$ cat config.mk
export PLATFORM = sky130hd
export DESIGN_NAME = fst_trig_ctrl
export DESIGN_NICKNAME = d
export VERILOG_FILES = /design/src/verilog/fst_pkg.sv /design/src/verilog/fst_line_sync.sv /design/src/verilog/fst_expo_timer.sv /design/src/verilog/fst_trig_ctrl.sv
export SDC_FILE = /design/constraint.sdc
export NUM_CORES = 1
export LEC_CHECK = 0
export ABC_CLOCK_PERIOD_IN_PS = 5800
export BUFFER_PORTS_ARGS = -buffer_cell sky130_fd_sc_hd__buf_2
export CAP_MARGIN = 20
export CORE_MARGIN = 1
export CORE_UTILIZATION = 61
export CTS_CLUSTER_DIAMETER = 50
export CTS_CLUSTER_SIZE = 10
export DETAILED_ROUTE_END_ITERATION = 8
export PLACE_DENSITY = 0.85
export SYNTH_ARGS = -nofsm -noshare
export SYNTH_HDL_FRONTEND = slang
export SYNTH_SLANG_ARGS = --single-unit
$ cat constraint.sdc
create_clock -name mclk -period 5.8 [get_ports mclk]
set_input_delay 0.29 -clock mclk [delete_from_list [all_inputs] [get_ports mclk]]
set_output_delay 0.29 -clock mclk [all_outputs]
set_load 0.005 [all_outputs]
$ cat src/verilog/fst_pkg.sv
package fst_pkg;

    // clock and time base
    localparam int CLK_PERIOD_NS = 25;
    localparam int US_NS         = 1000;
    localparam int CYC_PER_US    = (US_NS + CLK_PERIOD_NS - 1) / CLK_PERIOD_NS;

    // synchroniser depth ahead of the edge detector
    localparam int SYNC_STAGES = 2;

    // register byte offsets
    localparam logic [11:0] REG_CTRL = 12'h000;
    localparam logic [11:0] REG_EXPO = 12'h004;
    localparam logic [11:0] REG_CMD  = 12'h008;
    localparam logic [11:0] REG_STAT = 12'h00C;
    localparam logic [11:0] REG_CNT  = 12'h010;

    // control register fields
    localparam int CTRL_TRIG_EN   = 0;
    localparam int CTRL_ORIGIN    = 1;
    localparam int CTRL_POLARITY  = 2;
    localparam int CTRL_EXPO_LEN  = 3;
    localparam int CTRL_KIND      = 4;
    localparam int CTRL_RATE_EN   = 5;
    localparam int CTRL_WIDTH     = 6;
    localparam logic [5:0] CTRL_RESET = 6'h02;

    // command register fields, write only
    localparam int CMD_ACQ_START = 0;
    localparam int CMD_ACQ_STOP  = 1;
    localparam int CMD_SW_KICK   = 2;

    // status register fields
    localparam int STAT_WAITING  = 0;
    localparam int STAT_EXPOSING = 1;
    localparam int STAT_ACQ_ON   = 2;
    localparam int STAT_ARMED    = 3;
    localparam int STAT_OVT      = 4;

    // exposure duration in microseconds
    localparam int          EXPO_WIDTH = 20;
    localparam logic [19:0] EXPO_RESET = 20'h00064;

    localparam logic [1:0] RESP_OKAY   = 2'h0;
    localparam logic [1:0] RESP_SLVERR = 2'h2;

    typedef enum logic [1:0] {
        ST_IDLE   = 2'b00,
        ST_WAIT   = 2'b01,
        ST_EXPOSE = 2'b10
    } fst_state_e;

endpackage : fst_pkg

$ cat src/verilog/fst_line_sync.sv
`timescale 1ns/1ps
module fst_line_sync
    import fst_pkg::*;
(
    // clock and reset
    input  wire logic mclk,
    input  wire logic sys_rst,
    // raw line
    input  wire logic lineIn,
    // conditioned line
    output logic      lineLevel,
    output logic      risePulse,
    output logic      fallPulse
);

    logic [SYNC_STAGES-1:0] sync_ff;
    logic                   last_ff;
    logic                   rise_ff;
    logic                   fall_ff;

    // first stage feeds only the second one
    always_ff @(posedge mclk) begin
        if (sys_rst) begin
            sync_ff <= '0;
            last_ff <= 1'b0;
            rise_ff <= 1'b0;
            fall_ff <= 1'b0;
        end else begin
            sync_ff <= {sync_ff[SYNC_STAGES-2:0], lineIn};
            last_ff <= sync_ff[SYNC_STAGES-1];
            rise_ff <= sync_ff[SYNC_STAGES-1] & ~last_ff; // [RULE_22]
            fall_ff <= ~sync_ff[SYNC_STAGES-1] & last_ff; // [RULE_22]
        end
    end

    assign lineLevel = last_ff;
    assign risePulse = rise_ff;
    assign fallPulse = fall_ff;

    chk_single_edge: assert property (@(posedge mclk) disable iff (sys_rst) // [RULE_22]
        (rise_ff || fall_ff) |=> !(rise_ff || fall_ff))
        else $error("edge pulse lasted more than one cycle");

endmodule : fst_line_sync

$ cat src/verilog/fst_expo_timer.sv
`timescale 1ns/1ps
module fst_expo_timer
    import fst_pkg::*;
#(
    parameter int DUR_W = EXPO_WIDTH
) (
    // clock and reset
    input  wire logic             mclk,
    input  wire logic             sys_rst,
    // control
    input  wire logic             start,
    input  wire logic [DUR_W-1:0] durationUs,
    // state
    output logic                  running,
    output logic                  expired
);

    localparam logic [5:0] PRE_LAST = 6'(CYC_PER_US - 1);

    logic [5:0]       pre_ff;
    logic [DUR_W-1:0] us_ff;
    logic             run_ff;
    logic             exp_ff;
    wire              usTick  = run_ff && (pre_ff == PRE_LAST);
    wire              lastUs  = (us_ff <= DUR_W'(1));

    // a zero duration still gives one microsecond
    always_ff @(posedge mclk) begin
        if (sys_rst) begin
            pre_ff <= '0;
            us_ff  <= '0;
            run_ff <= 1'b0;
            exp_ff <= 1'b0;
        end else if (start) begin
            pre_ff <= '0;
            us_ff  <= durationUs;
            run_ff <= 1'b1;
            exp_ff <= 1'b0;
        end else begin
            pre_ff <= usTick ? 6'h00 : (run_ff ? pre_ff + 6'h01 : 6'h00);
            us_ff  <= usTick ? us_ff - DUR_W'(1) : us_ff;
            run_ff <= run_ff && !(usTick && lastUs);
            exp_ff <= usTick && lastUs;
        end
    end

    assign running = run_ff;
    assign expired = exp_ff;

endmodule : fst_expo_timer

$ cat src/verilog/fst_trig_ctrl.sv
// The register addresses and the AXI4-Lite register port were decided locally.
`timescale 1ns/1ps
// Operation
// (RULE_01) software kick starts exposure while waiting
// (RULE_02) leave waiting on start, return when ready
// (RULE_03) host uses timed length with software kicks
// (RULE_04) host keeps kick rate within maximum
// (RULE_05) kick outside waiting is dropped
// (RULE_06) line 1 origin uses line edges
// (RULE_07) polarity chooses rising or falling edge
// (RULE_08) each selected edge while waiting starts frame
// (RULE_09) one frame per line period
// (RULE_10) line edges outside waiting are ignored
// (RULE_11) source keeps edges within maximum rate
// (RULE_12) timed and trigger width lengths selectable
// (RULE_13) timed exposure lasts the duration parameter
// (RULE_14) edge during timed exposure flags overtrigger
// (RULE_15) width rising: expose until line falls
// (RULE_16) width falling: expose until line rises
// (RULE_17) duration parameter times the armed output
// (RULE_18) host sets duration to shortest width
// (RULE_19) kick counts only when kind is frame start
// (RULE_20) waiting needs acquisition start command
// (RULE_21) origin resets to line 1
// (RULE_22) line synchronised, one event per transition
module fst_trig_ctrl
    import fst_pkg::*;
#(
    parameter int ADDR_W = 12
) (
    // clock and reset
    input  wire logic              mclk,
    input  wire logic              sys_rst,
    // axi4-lite write address
    input  wire logic [ADDR_W-1:0] s_axi_awaddr,
    input  wire logic              s_axi_awvalid,
    output logic                   s_axi_awready,
    // axi4-lite write data
    input  wire logic [31:0]       s_axi_wdata,
    input  wire logic [3:0]        s_axi_wstrb,
    input  wire logic              s_axi_wvalid,
    output logic                   s_axi_wready,
    // axi4-lite write response
    output logic [1:0]             s_axi_bresp,
    output logic                   s_axi_bvalid,
    input  wire logic              s_axi_bready,
    // axi4-lite read
    input  wire logic [ADDR_W-1:0] s_axi_araddr,
    input  wire logic              s_axi_arvalid,
    output logic                   s_axi_arready,
    output logic [31:0]            s_axi_rdata,
    output logic [1:0]             s_axi_rresp,
    output logic                   s_axi_rvalid,
    input  wire logic              s_axi_rready,
    // trigger line
    input  wire logic              external_frame_trigger_line,
    // acquisition status
    output logic                   exposureActive,
    output logic                   waitingTrigger,
    output logic                   triggerArmed,
    output logic                   overtrigPulse
);

    ////////////////////////////////////////////////////////////////////////
    // bus slave state

    logic              awready_ff, wready_ff, bvalid_ff, arready_ff, rvalid_ff;
    logic              awHeld_ff, wHeld_ff;
    logic [ADDR_W-1:0] awAddr_ff;
    logic [31:0]       wData_ff;
    logic [3:0]        wStrb_ff;
    logic [1:0]        bresp_ff, rresp_ff;
    logic [31:0]       rdata_ff;

    wire awTake  = s_axi_awvalid && awready_ff;
    wire wTake   = s_axi_wvalid && wready_ff;
    wire doWrite = awHeld_ff && wHeld_ff && !bvalid_ff;
    wire arTake  = s_axi_arvalid && arready_ff;

    wire [11:0] wOff = 12'(awAddr_ff);
    wire [11:0] rOff = 12'(s_axi_araddr);
    wire wrCtrl = doWrite && (wOff == REG_CTRL);
    wire wrExpo = doWrite && (wOff == REG_EXPO);
    wire wrCmd  = doWrite && (wOff == REG_CMD);
    wire wrStat = doWrite && (wOff == REG_STAT);
    wire wrOk   = (wOff == REG_CTRL) || (wOff == REG_EXPO) || (wOff == REG_CMD)
               || (wOff == REG_STAT) || (wOff == REG_CNT);
    wire [31:0] byteMask = {{8{wStrb_ff[3]}}, {8{wStrb_ff[2]}},
                            {8{wStrb_ff[1]}}, {8{wStrb_ff[0]}}};

    ////////////////////////////////////////////////////////////////////////
    // configuration and status registers

    logic [CTRL_WIDTH-1:0] ctrl_ff;
    logic [EXPO_WIDTH-1:0] expo_ff;
    logic                  acqOn_ff;
    logic                  ovtSticky_ff;
    logic [15:0]           frameCnt_ff, ovtCnt_ff;
    fst_state_e            state_ff, nxt_state;
    logic                  expActive_ff, waiting_ff, armed_ff, ovtPulse_ff;

    wire [31:0] expoMerged = ({12'h000, expo_ff} & ~byteMask)
                           | (wData_ff & byteMask);
    wire trigEn    = ctrl_ff[CTRL_TRIG_EN];
    wire fromLine  = ctrl_ff[CTRL_ORIGIN];
    wire fallSel   = ctrl_ff[CTRL_POLARITY];
    wire widthSel  = ctrl_ff[CTRL_EXPO_LEN];
    wire kindFrame = !ctrl_ff[CTRL_KIND];

    wire cmdStart = wrCmd && wStrb_ff[0] && wData_ff[CMD_ACQ_START];
    wire cmdStop  = wrCmd && wStrb_ff[0] && wData_ff[CMD_ACQ_STOP];
    wire cmdKick  = wrCmd && wStrb_ff[0] && wData_ff[CMD_SW_KICK];

    ////////////////////////////////////////////////////////////////////////
    // line conditioning and exposure timer

    logic lineRise, lineFall;
    logic timerRun, timerDone;

    fst_line_sync u_line_sync (
        .mclk      (mclk),
        .sys_rst   (sys_rst),
        .lineIn    (external_frame_trigger_line),
        .lineLevel (),
        .risePulse (lineRise),
        .fallPulse (lineFall)
    );

    ////////////////////////////////////////////////////////////////////////
    // trigger qualification

    wire selEdge  = fallSel ? lineFall : lineRise;                    // [RULE_07]
    wire endEdge  = fallSel ? lineRise : lineFall;
    wire hwTrig   = trigEn && fromLine && selEdge;                    // [RULE_06]
    wire swTrig   = trigEn && !fromLine && kindFrame && cmdKick;      // [RULE_19]
    wire freeRun  = !trigEn;
    // software frames always use the timed length
    wire widthRun = widthSel && fromLine;                             // [RULE_12]
    wire isWait   = (state_ff == ST_WAIT);                            // [RULE_05] [RULE_10]
    wire isExpose = (state_ff == ST_EXPOSE);
    // a trigger outside waiting starts nothing; a selected edge in timed exposure flags overtrigger
    wire startExp = isWait && (swTrig || hwTrig || freeRun);          // [RULE_01] [RULE_08]
    wire ovtEvent = isExpose && !widthRun && hwTrig;                  // [RULE_14]
    wire expEnd   = widthRun ? endEdge : timerDone;                   // [RULE_15] [RULE_16]

    fst_expo_timer #(
        .DUR_W (EXPO_WIDTH)
    ) u_expo_timer (
        .mclk       (mclk),
        .sys_rst    (sys_rst),
        .start      (startExp),
        .durationUs (expo_ff),
        .running    (timerRun),
        .expired    (timerDone)
    );

    ////////////////////////////////////////////////////////////////////////
    // acquisition state machine

    always_comb begin
        nxt_state = state_ff;
        unique case (state_ff)
            ST_IDLE: begin
                if (cmdStart) begin
                    nxt_state = ST_WAIT;                              // [RULE_20]
                end
            end
            ST_WAIT: begin
                if (cmdStop && !startExp) begin
                    nxt_state = ST_IDLE;
                end else if (startExp) begin
                    nxt_state = ST_EXPOSE;                            // [RULE_02]
                end
            end
            ST_EXPOSE: begin
                if (expEnd) begin
                    nxt_state = (acqOn_ff && !cmdStop) ? ST_WAIT : ST_IDLE; // [RULE_02] [RULE_09]
                end
            end
            default: nxt_state = ST_IDLE;
        endcase
    end

    always_ff @(posedge mclk) begin
        if (sys_rst) begin
            state_ff     <= ST_IDLE;
            acqOn_ff     <= 1'b0;
            expActive_ff <= 1'b0;
            waiting_ff   <= 1'b0;
            armed_ff     <= 1'b0;
            ovtPulse_ff  <= 1'b0;
        end else begin
            state_ff     <= nxt_state;
            acqOn_ff     <= cmdStart ? 1'b1 : (cmdStop ? 1'b0 : acqOn_ff);
            expActive_ff <= (nxt_state == ST_EXPOSE);
            waiting_ff   <= (nxt_state == ST_WAIT);
            // width mode: armed once the shortest exposure has run out
            armed_ff     <= (nxt_state == ST_WAIT)
                         || ((nxt_state == ST_EXPOSE) && widthRun && !timerRun
                             && !startExp);                           // [RULE_17]
            ovtPulse_ff  <= ovtEvent;                                 // [RULE_14]
        end
    end

    // set beats a clear written in the same cycle
    always_ff @(posedge mclk) begin
        if (sys_rst) begin
            ctrl_ff      <= CTRL_RESET;                               // [RULE_21]
            expo_ff      <= EXPO_RESET;
            ovtSticky_ff <= 1'b0;
            frameCnt_ff  <= 16'h0000;
            ovtCnt_ff    <= 16'h0000;
        end else begin
            if (wrCtrl && wStrb_ff[0]) begin
                ctrl_ff <= wData_ff[CTRL_WIDTH-1:0];
            end
            if (wrExpo) begin
                expo_ff <= expoMerged[EXPO_WIDTH-1:0];                // [RULE_13]
            end
            ovtSticky_ff <= ovtEvent
                         || (ovtSticky_ff && !(wrStat && wStrb_ff[0] && wData_ff[STAT_OVT]));
            frameCnt_ff  <= startExp ? frameCnt_ff + 16'h0001 : frameCnt_ff;
            ovtCnt_ff    <= ovtEvent ? ovtCnt_ff + 16'h0001 : ovtCnt_ff;
        end
    end

    ////////////////////////////////////////////////////////////////////////
    // bus handshakes

    wire [31:0] statWord = {27'h0000000, ovtSticky_ff, armed_ff, acqOn_ff,
                            expActive_ff, waiting_ff};
    wire [31:0] rdMux = (rOff == REG_CTRL) ? {26'h0000000, ctrl_ff}
                      : (rOff == REG_EXPO) ? {12'h000, expo_ff}
                      : (rOff == REG_STAT) ? statWord
                      : (rOff == REG_CNT)  ? {ovtCnt_ff, frameCnt_ff}
                      : 32'h00000000;
    wire rdOk = (rOff == REG_CTRL) || (rOff == REG_EXPO) || (rOff == REG_CMD)
             || (rOff == REG_STAT) || (rOff == REG_CNT);

    always_ff @(posedge mclk) begin
        if (sys_rst) begin
            awready_ff <= 1'b0;
            wready_ff  <= 1'b0;
            awHeld_ff  <= 1'b0;
            wHeld_ff   <= 1'b0;
            awAddr_ff  <= '0;
            wData_ff   <= 32'h00000000;
            wStrb_ff   <= 4'h0;
            bvalid_ff  <= 1'b0;
            bresp_ff   <= RESP_OKAY;
        end else begin
            awready_ff <= !awHeld_ff && !awTake;
            wready_ff  <= !wHeld_ff && !wTake;
            if (awTake) begin
                awAddr_ff <= s_axi_awaddr;
                awHeld_ff <= 1'b1;
            end else if (bvalid_ff && s_axi_bready) begin
                awHeld_ff <= 1'b0;
            end
            if (wTake) begin
                wData_ff <= s_axi_wdata;
                wStrb_ff <= s_axi_wstrb;
                wHeld_ff <= 1'b1;
            end else if (bvalid_ff && s_axi_bready) begin
                wHeld_ff <= 1'b0;
            end
            if (doWrite) begin
                bvalid_ff <= 1'b1;
                bresp_ff  <= wrOk ? RESP_OKAY : RESP_SLVERR;
            end else if (s_axi_bready) begin
                bvalid_ff <= 1'b0;
            end
        end
    end

    always_ff @(posedge mclk) begin
        if (sys_rst) begin
            arready_ff <= 1'b0;
            rvalid_ff  <= 1'b0;
            rdata_ff   <= 32'h00000000;
            rresp_ff   <= RESP_OKAY;
        end else begin
            arready_ff <= !rvalid_ff && !arTake && !(arready_ff && s_axi_arvalid);
            if (arTake) begin
                rvalid_ff <= 1'b1;
                rdata_ff  <= rdMux;
                rresp_ff  <= rdOk ? RESP_OKAY : RESP_SLVERR;
            end else if (s_axi_rready) begin
                rvalid_ff <= 1'b0;
            end
        end
    end

    assign s_axi_awready  = awready_ff;
    assign s_axi_wready   = wready_ff;
    assign s_axi_bvalid   = bvalid_ff;
    assign s_axi_bresp    = bresp_ff;
    assign s_axi_arready  = arready_ff;
    assign s_axi_rvalid   = rvalid_ff;
    assign s_axi_rdata    = rdata_ff;
    assign s_axi_rresp    = rresp_ff;
    assign exposureActive = expActive_ff;
    assign waitingTrigger = waiting_ff;
    assign triggerArmed   = armed_ff;
    assign overtrigPulse  = ovtPulse_ff;

    ////////////////////////////////////////////////////////////////////////
    // checks

    chk_sw_start: assert property (@(posedge mclk) disable iff (sys_rst) // [RULE_01]
        (isWait && swTrig) |=> (expActive_ff && !waiting_ff))
        else $error("software kick while waiting did not start exposure");
    chk_sw_drop: assert property (@(posedge mclk) disable iff (sys_rst) // [RULE_05]
        (!isWait && cmdKick) |=> $stable(frameCnt_ff))
        else $error("kick outside waiting started exposure");
    chk_hw_start: assert property (@(posedge mclk) disable iff (sys_rst) // [RULE_08]
        (isWait && hwTrig) |=> (expActive_ff && $rose(expActive_ff)))
        else $error("selected edge while waiting was not taken");
    chk_hw_ignore: assert property (@(posedge mclk) disable iff (sys_rst) // [RULE_10]
        (isExpose && hwTrig && !expEnd) |=> (state_ff == ST_EXPOSE) && $stable(frameCnt_ff))
        else $error("edge during exposure was not ignored");
    chk_ovt_flag: assert property (@(posedge mclk) disable iff (sys_rst) // [RULE_14]
        (isExpose && !widthRun && hwTrig) |=> (ovtPulse_ff && ovtSticky_ff))
        else $error("overtrigger not raised");
    chk_width_end: assert property (@(posedge mclk) disable iff (sys_rst) // [RULE_15]
        (isExpose && widthRun && endEdge) |=> !expActive_ff)
        else $error("width exposure did not end on opposite edge");
    chk_timed_end: assert property (@(posedge mclk) disable iff (sys_rst) // [RULE_13]
        (isExpose && !widthRun && timerDone) |=> (!expActive_ff && !timerRun))
        else $error("timed exposure did not end with the timer");
    chk_return_wait: assert property (@(posedge mclk) disable iff (sys_rst) // [RULE_02]
        (isExpose && expEnd && acqOn_ff && !cmdStop) |=> waiting_ff)
        else $error("did not return to waiting");
    chk_origin_reset: assert property (@(posedge mclk) // [RULE_21]
        sys_rst |=> ctrl_ff[CTRL_ORIGIN])
        else $error("origin not line 1 after reset");

    cov_sw_frame: cover property (@(posedge mclk) disable iff (sys_rst)
        isWait && swTrig ##[1:1000] timerDone);
    cov_width_frame: cover property (@(posedge mclk) disable iff (sys_rst)
        isWait && hwTrig && widthRun ##[1:1000] endEdge);
    cov_overtrig: cover property (@(posedge mclk) disable iff (sys_rst) ovtEvent);

endmodule : fst_trig_ctrl

# Word-level counts from Yosys, hierarchy flattened

Cells that the tools add are included.

Register bits: 177
Bits of input ports: 68
Output and inout bits: 45
Logic and storage cells: 164

Add/subtract/negate cells: 4
Order comparisons: 1
Equal/unequal tests: 13
Mux-type cells: 27
Bitwise gates (word level): 9
Reduce and logical (&&, ||, !) cells: 78

Operators by type and width:

| operator              | number |
|---|---|
| $mux 32               | 4 |
| $eq 12x4->1 const B   | 4 |
| $and 20x20->20        | 2 |
| $mux 20               | 2 |
| $logic_and 1x1->1     | 39 |
| $add 16x1->16 const B | 2 |
| $eq 12x3->1 const B   | 2 |
| $eq 12x5->1 const B   | 2 |
| $logic_not 12->1      | 2 |
| $le 20x1->1 const B   | 1 |
| $not 20->20           | 1 |
| $or 20x20->20         | 1 |
| $sub 20x1->20 const B | 1 |
| $logic_not 1->1       | 16 |
| $mux 1                | 14 |
| $logic_or 1x1->1      | 12 |
| $mux 2                | 6 |
| $reduce_bool 2->1     | 6 |
| $add 6x1->6 const B   | 1 |
| $eq 6x6->1 const B    | 1 |
| $pmux 2 s3            | 1 |
| $eq 2x1->1 const B    | 2 |
| $eq 2x2->1 const B    | 2 |
| $reduce_or 4->1       | 1 |
| other kinds (4)       | 7 |

# Logic depth before layout (Yosys ltp)

Depth after elaboration: 18
Depth in mapped cells: 8
Mapped depth without buffers: 6

# Cells and area by module

From an unflattened synthesis, not the netlist that was laid out.

Cells, all modules: 856
Area total of the unflattened synthesis: 7,495.9 µm²

Modules (own cells, without submodules):

| module         | instances | cells an instance | area each (µm²) | sequential area each (µm²) |
|---|---|---|---|---|
| fst_trig_ctrl  | 1         | 664               | 5,821.8         | 2,842.7 |
| fst_expo_timer | 1         | 182               | 1,540.2         | 560.5 |
| fst_line_sync  | 1         | 10                | 133.9           | 100.1 |

# Least setup slack after synthesis

OpenSTA, ideal clock, no wires.

Kind: reg-to-reg
Start point: register ctrl_ff[1]
End point: register frameCnt_ff[13]
Setup time: 0.070 ns
Arrival: 1.944 ns
Data required time: 5.730 ns
Slack: 3.785 ns
Cell stages (with the launch flop): 8
Path buffers: 2
Period minus slack after synthesis: 2.015 ns
Cell sequence: dfxtp_1 buf_6 or3b_4 nor4_4 a2bb2oi_2 buf_6 or4_1 a21oi_1

Word-level cells in the longest chain between the ends: 7
Elaborated cells between the ends (all ways): 9
Those cells by class: 9 x reduce/logical

RTL lines:

| what                              | RTL line             | source |
|---|---|---|
| start, declared                   | fst_trig_ctrl.sv:94  | `logic [CTRL_WIDTH-1:0] ctrl_ff;` |
| start signal, assigned            | fst_trig_ctrl.sv:215 | `ctrl_ff <= wData_ff[CTRL_WIDTH-1:0];` |
| $logic_not 1->1                   | fst_trig_ctrl.sv:135 | `wire swTrig = trigEn && !fromLine && kindFrame && cmdKick;` |
| $logic_and 1x1->1 (3 in a row)    | fst_trig_ctrl.sv:135 |  |
| $logic_or 1x1->1 (*) (2 in a row) | fst_trig_ctrl.sv:142 | `wire startExp = isWait && (swTrig \|\| hwTrig \|\| freeRun);` |
| $logic_and 1x1->1 (*)             | fst_trig_ctrl.sv:142 |  |
| end signal, assigned              | fst_trig_ctrl.sv:222 | `frameCnt_ff <= startExp ? frameCnt_ff + 16'h0001 : frameCnt_ff;` |
| end, declared                     | fst_trig_ctrl.sv:98  | `logic [15:0] frameCnt_ff, ovtCnt_ff;` |

Mark *: on every way between the ends. The rest lies on a longest branch, timed or not.
A chain may end at the register's enable or synchronous reset.

# Worst setup path after layout

Start point: register ctrl_ff[2]
End point: register u_expo_timer.us_ff[1]

Word-level cells in the longest chain between the ends: 6
Elaborated cells between the ends (all ways): 7
Those cells by class: 2 x mux; 5 x reduce/logical

RTL lines:

| what                                         | RTL line             | source |
|---|---|---|
| $mux 1 (*)                                   | fst_trig_ctrl.sv:132 | `wire selEdge = fallSel ? lineFall : lineRise;` |
| $logic_and 1x1->1 (*)                        | fst_trig_ctrl.sv:134 | `wire hwTrig = trigEn && fromLine && selEdge;` |
| $logic_or 1x1->1 (*) (2 in a row)            | fst_trig_ctrl.sv:142 |  |
| $logic_and 1x1->1 (*)                        | fst_trig_ctrl.sv:142 |  |
| $mux 20 or $reduce_bool 2->1 (tied branches) | -                    |  |
| end signal, assigned                         | fst_expo_timer.sv:36 | `us_ff <= durationUs;` |
| end signal, assigned                         | fst_expo_timer.sv:41 | `us_ff <= usTick ? us_ff - DUR_W'(1) : us_ff;` |
| end, declared                                | fst_expo_timer.sv:21 | `logic [DUR_W-1:0] us_ff;` |

Marked as above.

==> results.py <==
metrics = {
    "place": {
        "post-dp-hpwl_um": 11200,
        "pre_cts_slack_ns": 3.15,
        "dpl_cell_area_sq_mm": 0.00782,
        "finalWeightedCongestion": 0.827,
        "number_of_buffers_inserted_by_port_buffering": 97,
    },
    "power_and_ir_drop": {
        "ir_worst_vdd_mv": 0.177,
        "internal_power_uw": 1870,
        "leakagePower_uw": 0.00322,
        "clock_power_share_pct": 44.1,
        "power_per_cell_area_mw_per_mm2": 288,
        "netSwitchingFraction_pct": 22.5,
        "total_power_uw": 2410,
        "combinationalPowerShare_pct": 4.7,
        "power.sequential.fraction_pct": 51.2,
        "p_switching_uw": 543,
    },
    "sta": {
        "final_report_setup_violation_count": 0,
        "skew_ns": 0.00746,
        "worst_slew_margin_rel_pct": 30.7,
        "rsz_0062_raised_after_global_routing": "false",
        "post-route-period-util_pct": 46.3,
        "whs_ns": 0.0876,
        "final_worst_slack_ns": 3.11,
        "transition_at_the_pin_with_the_smallest_max_transition_slack_ns": 1.04,
        "finalHoldViolCount": 0,
        "finalCriticalPeriod_ns": 2.69,
        "maxClockFrequency_mhz": 372,
        "report.final.slew_viol_count": 0,
        "setup-tns-final_ns": 0,
    },
    "cells_and_area": {
        "synthToLayoutAreaGrowth_pct": 14.5,
        "final_cell_mix": "sky130_fd_sc_hd__dfxtp_1, sky130_fd_sc_hd__nand2_1, sky130_fd_sc_hd__buf_2, sky130_fd_sc_hd__nor2_1, sky130_fd_sc_hd__a21oi_1",
        "layout.nets": 1001,
        "layout.filler_cells": 947,
        "register_area_sq_mm": 0.00350,
        "layout_commonest_cell": "sky130_fd_sc_hd__dfxtp_1",
        "footprint_of_the_multi_input_gates_sq_mm": 0.00354,
        "final_layout_size_suffix_gt1_share_pct": 15.1,
        "antenna-diode-count": 0,
        "final_cell_area_sq_mm": 0.00837,
    },
    "floorplanning": {
        "floorplan.initialDensity_pct": 63.2,
        "overall_die_height_um": 111,
        "io_pins": 113,
        "die_width_um": 111,
        "rows": 39,
        "design.die.area_sq_mm": 0.0124,
        "core-area_sq_mm": 0.0116,
    },
    "clocking": {
        "postCtsSetupBuffers": 0,
        "clock_sinks": 175,
        "cts_root_buf": "sky130_fd_sc_hd__clkbuf_16",
        "post_cts_resize_count": 0,
        "tritoncts": "built",
        "cts_max_level": 4,
        "ctsLongestPathBuffers": 2,
        "cts_inserted_buffers": 17,
        "cts.clk_slew.worst_paths_ns": 0.06,
        "worst_skew_pair.late_latency_ns": 0.42,
        "cts_hold_buf": 0,
    },
    "synth": {
        "synth_area_leaders": "sky130_fd_sc_hd__dfxtp_1, sky130_fd_sc_hd__nand2_1, sky130_fd_sc_hd__a21oi_1",
        "post_synthesis_cell_area_sq_mm": 0.00731,
        "synth_enable_flop_cells": 0,
        "post_synth_num_cell_types": 52,
        "synth.top_cell.area_share_pct": 47.9,
        "synth_area_leader": "sky130_fd_sc_hd__dfxtp_1",
        "yosys_warnings": 0,
        "synth.ff_latch_count": 175,
        "syn_inst": 857,
        "synth-async-reset-ratio_pct": 0,
        "dominantRegCellSynth": "sky130_fd_sc_hd__dfxtp_1",
        "synth_area_per_cell_sq_um": 8.53,
        "synth_sequential_area_ratio_pct": 47.9,
    },
    "global_routing": {
        "grt-ovfl-total": 0,
        "number_of_global_route_vias_before_repair": 5709,
        "largest_net_degree_at_the_start_of_global_routing": 96,
        "grt_pass1_wl_um": 27600,
        "antenna_found_initial": 0,
        "global_route.usage.total_pct": 27.6,
    },
    "flow_run": {
        "drv_cap": 0,
    },
    "critical_path": {
        "cpMaxStageDelayCell": "sky130_fd_sc_hd__a2bb2oi_4",
        "crit_path_max_incr_delay_ns": 0.56,
        "type_of_destination_of_the_critical_path": "register",
        "crit_path_max_fanout": 48,
        "crit_path_max_delay_family": "compound AO/OA/AOI/OAI gates",
        "crit_type": "register to register",
        "worstPathArrival_ns": 3.03,
        "start_kind": "register",
        "critPathRequiredTime_ns": 6.15,
        "crit_buf_inv": 1,
        "timing.critical_path.cells": "mux2_2 > a21boi_0 > a2bb2oi_4 > buf_4 > o211ai_1 > a21oi_1",
    },
    "hold_path": {
        "min_path_type": "input pin to register",
    },
    "drt": {
        "drc_errors": 8,
        "number_of_iterations_in_the_first_detailed_routing_pass": 8,
        "routed_wire_length_per_instance_um": 15.2,
        "detailedRoute.firstIterationViolations": 428,
        "num_vias": 6316,
        "detail_route.wirelength_um": 16400,
        "drt-vias-per-instance": 5.83,
        "antenna_violating_nets_left": 0,
    },
    "outcome": {
        "failed_checks": "DRC",
        "run_status": "finished with violations",
    },
}
[kinds of logic (layout without fill, tap and decap cells)]
group,after synthesis,count (layout),share of synthesized area (%)
xor gates and xnor gates,37,37,4.43
DFF,175,175,47.9
muxes,29,29,3.99
other,1,2,0.0513
AOI/OAI and AO/OA,168,168,13.9
and+or+nand+nor,374,374,25.0
buffers and inverters,68,150,3.90
adders and majority gates,5,5,0.856
[Yosys cell counts (2+ instances only)]
| cell type | number |
|---|---|
| sky130_fd_sc_hd__or3_1 | 11 |
| sky130_fd_sc_hd__a211oi_1 | 24 |
| sky130_fd_sc_hd__xor2_1 | 11 |
| sky130_fd_sc_hd__nand3b_1 | 3 |
| sky130_fd_sc_hd__nand4b_1 | 3 |
| sky130_fd_sc_hd__dfxtp_1 | 175 |
| sky130_fd_sc_hd__xnor2_1 | 26 |
| sky130_fd_sc_hd__nor3_1 | 27 |
| sky130_fd_sc_hd__or2_2 | 2 |
| sky130_fd_sc_hd__buf_2 | 6 |
| sky130_fd_sc_hd__nor2b_1 | 10 |
| sky130_fd_sc_hd__nor4_1 | 15 |
| sky130_fd_sc_hd__a21oi_1 | 83 |
| sky130_fd_sc_hd__buf_1 | 3 |
| sky130_fd_sc_hd__nor2_1 | 92 |
| sky130_fd_sc_hd__nand4_1 | 9 |
| sky130_fd_sc_hd__nand2_1 | 120 |
| sky130_fd_sc_hd__and4_1 | 3 |
| sky130_fd_sc_hd__a31oi_1 | 5 |
| sky130_fd_sc_hd__nor4b_1 | 2 |
| sky130_fd_sc_hd__ha_1 | 5 |
| sky130_fd_sc_hd__nor4_4 | 2 |
| sky130_fd_sc_hd__nand3_1 | 36 |
| sky130_fd_sc_hd__or4_1 | 9 |
| sky130_fd_sc_hd__o31ai_1 | 7 |
| sky130_fd_sc_hd__clkbuf_1 | 39 |
| sky130_fd_sc_hd__nand2b_1 | 8 |
| sky130_fd_sc_hd__buf_4 | 2 |
| sky130_fd_sc_hd__nor3b_1 | 3 |
| sky130_fd_sc_hd__mux2i_1 | 28 |
| sky130_fd_sc_hd__a2111oi_0 | 3 |
| sky130_fd_sc_hd__o21ai_0 | 22 |
| sky130_fd_sc_hd__a211o_1 | 4 |
| sky130_fd_sc_hd__inv_1 | 16 |
| sky130_fd_sc_hd__and2_1 | 6 |
| sky130_fd_sc_hd__a221oi_1 | 5 |
| sky130_fd_sc_hd__and3_1 | 7 |
| sky130_fd_sc_hd__and4bb_2 | 2 |
| sky130_fd_sc_hd__buf_6 | 2 |
| sky130_fd_sc_hd__a22oi_1 | 9 |
[routing by layer]
| layer | up-vias | GRT usage (%) | share of wire, % |
|---|---|---|---|
| met5 | - | 0 | 0 |
| met2 | 202 | 42.8 | 46 |
| met1 | 2939 | 37.3 | 46 |
| li1 | 3148 | - | - |
| met3 | 27 | 5.77 | 5.8 |
| met4 | 0 | 12.4 | 2.5 |
[worst paths after layout]
| kind | from | to | slack (ns) | depth (start not counted) |
|---|---|---|---|---|
| worst max-delay path | ctrl_ff[2] | u_expo_timer.us_ff[1] | 3.11 | 6 |
| worst min-delay path | external_frame_trigger_line | u_line_sync.sync_ff[0] | 0.09 | 2 |
| worst max register to register | ctrl_ff[2] | u_expo_timer.us_ff[1] | 3.11 | 6 |
| worst min register to register | u_line_sync.lineLevel | u_line_sync.risePulse | 0.41 | 1 |
[cell type report]
class,count,share of cell area [%]
multi-input cells,615,42.3
flip-flops and latches,175,41.9
repair buffers,103,6.37
clock buffers,21,5.50
well taps,143,2.14
clock inverters,10,1.08
inverters,16,0.718
[power by group through the flow]
stage | clock (uW) | combinational (uW) | sequential [uW]
finish | 1070 | 113 | 1240
global route | 1130 | 126 | 1240
CTS | 1080 | 113 | 1240
detailed placement | 0 | 112 | 1260
global placement | 0 | 110 | 1260
floorplan | 0 | 71.7 | 1260
[metrics by stage]
stage / util, % / cells
2_1_floorplan: - / 858
3_3_place_gp: 67.6 / 1052
3_5_place_dp: 67.6 / 1052
4_1_cts: 72.4 / 1083
5_1_grt: 72.4 / 1083
6_report: 72.4 / 1083
(Power assumes the default switching activity.)
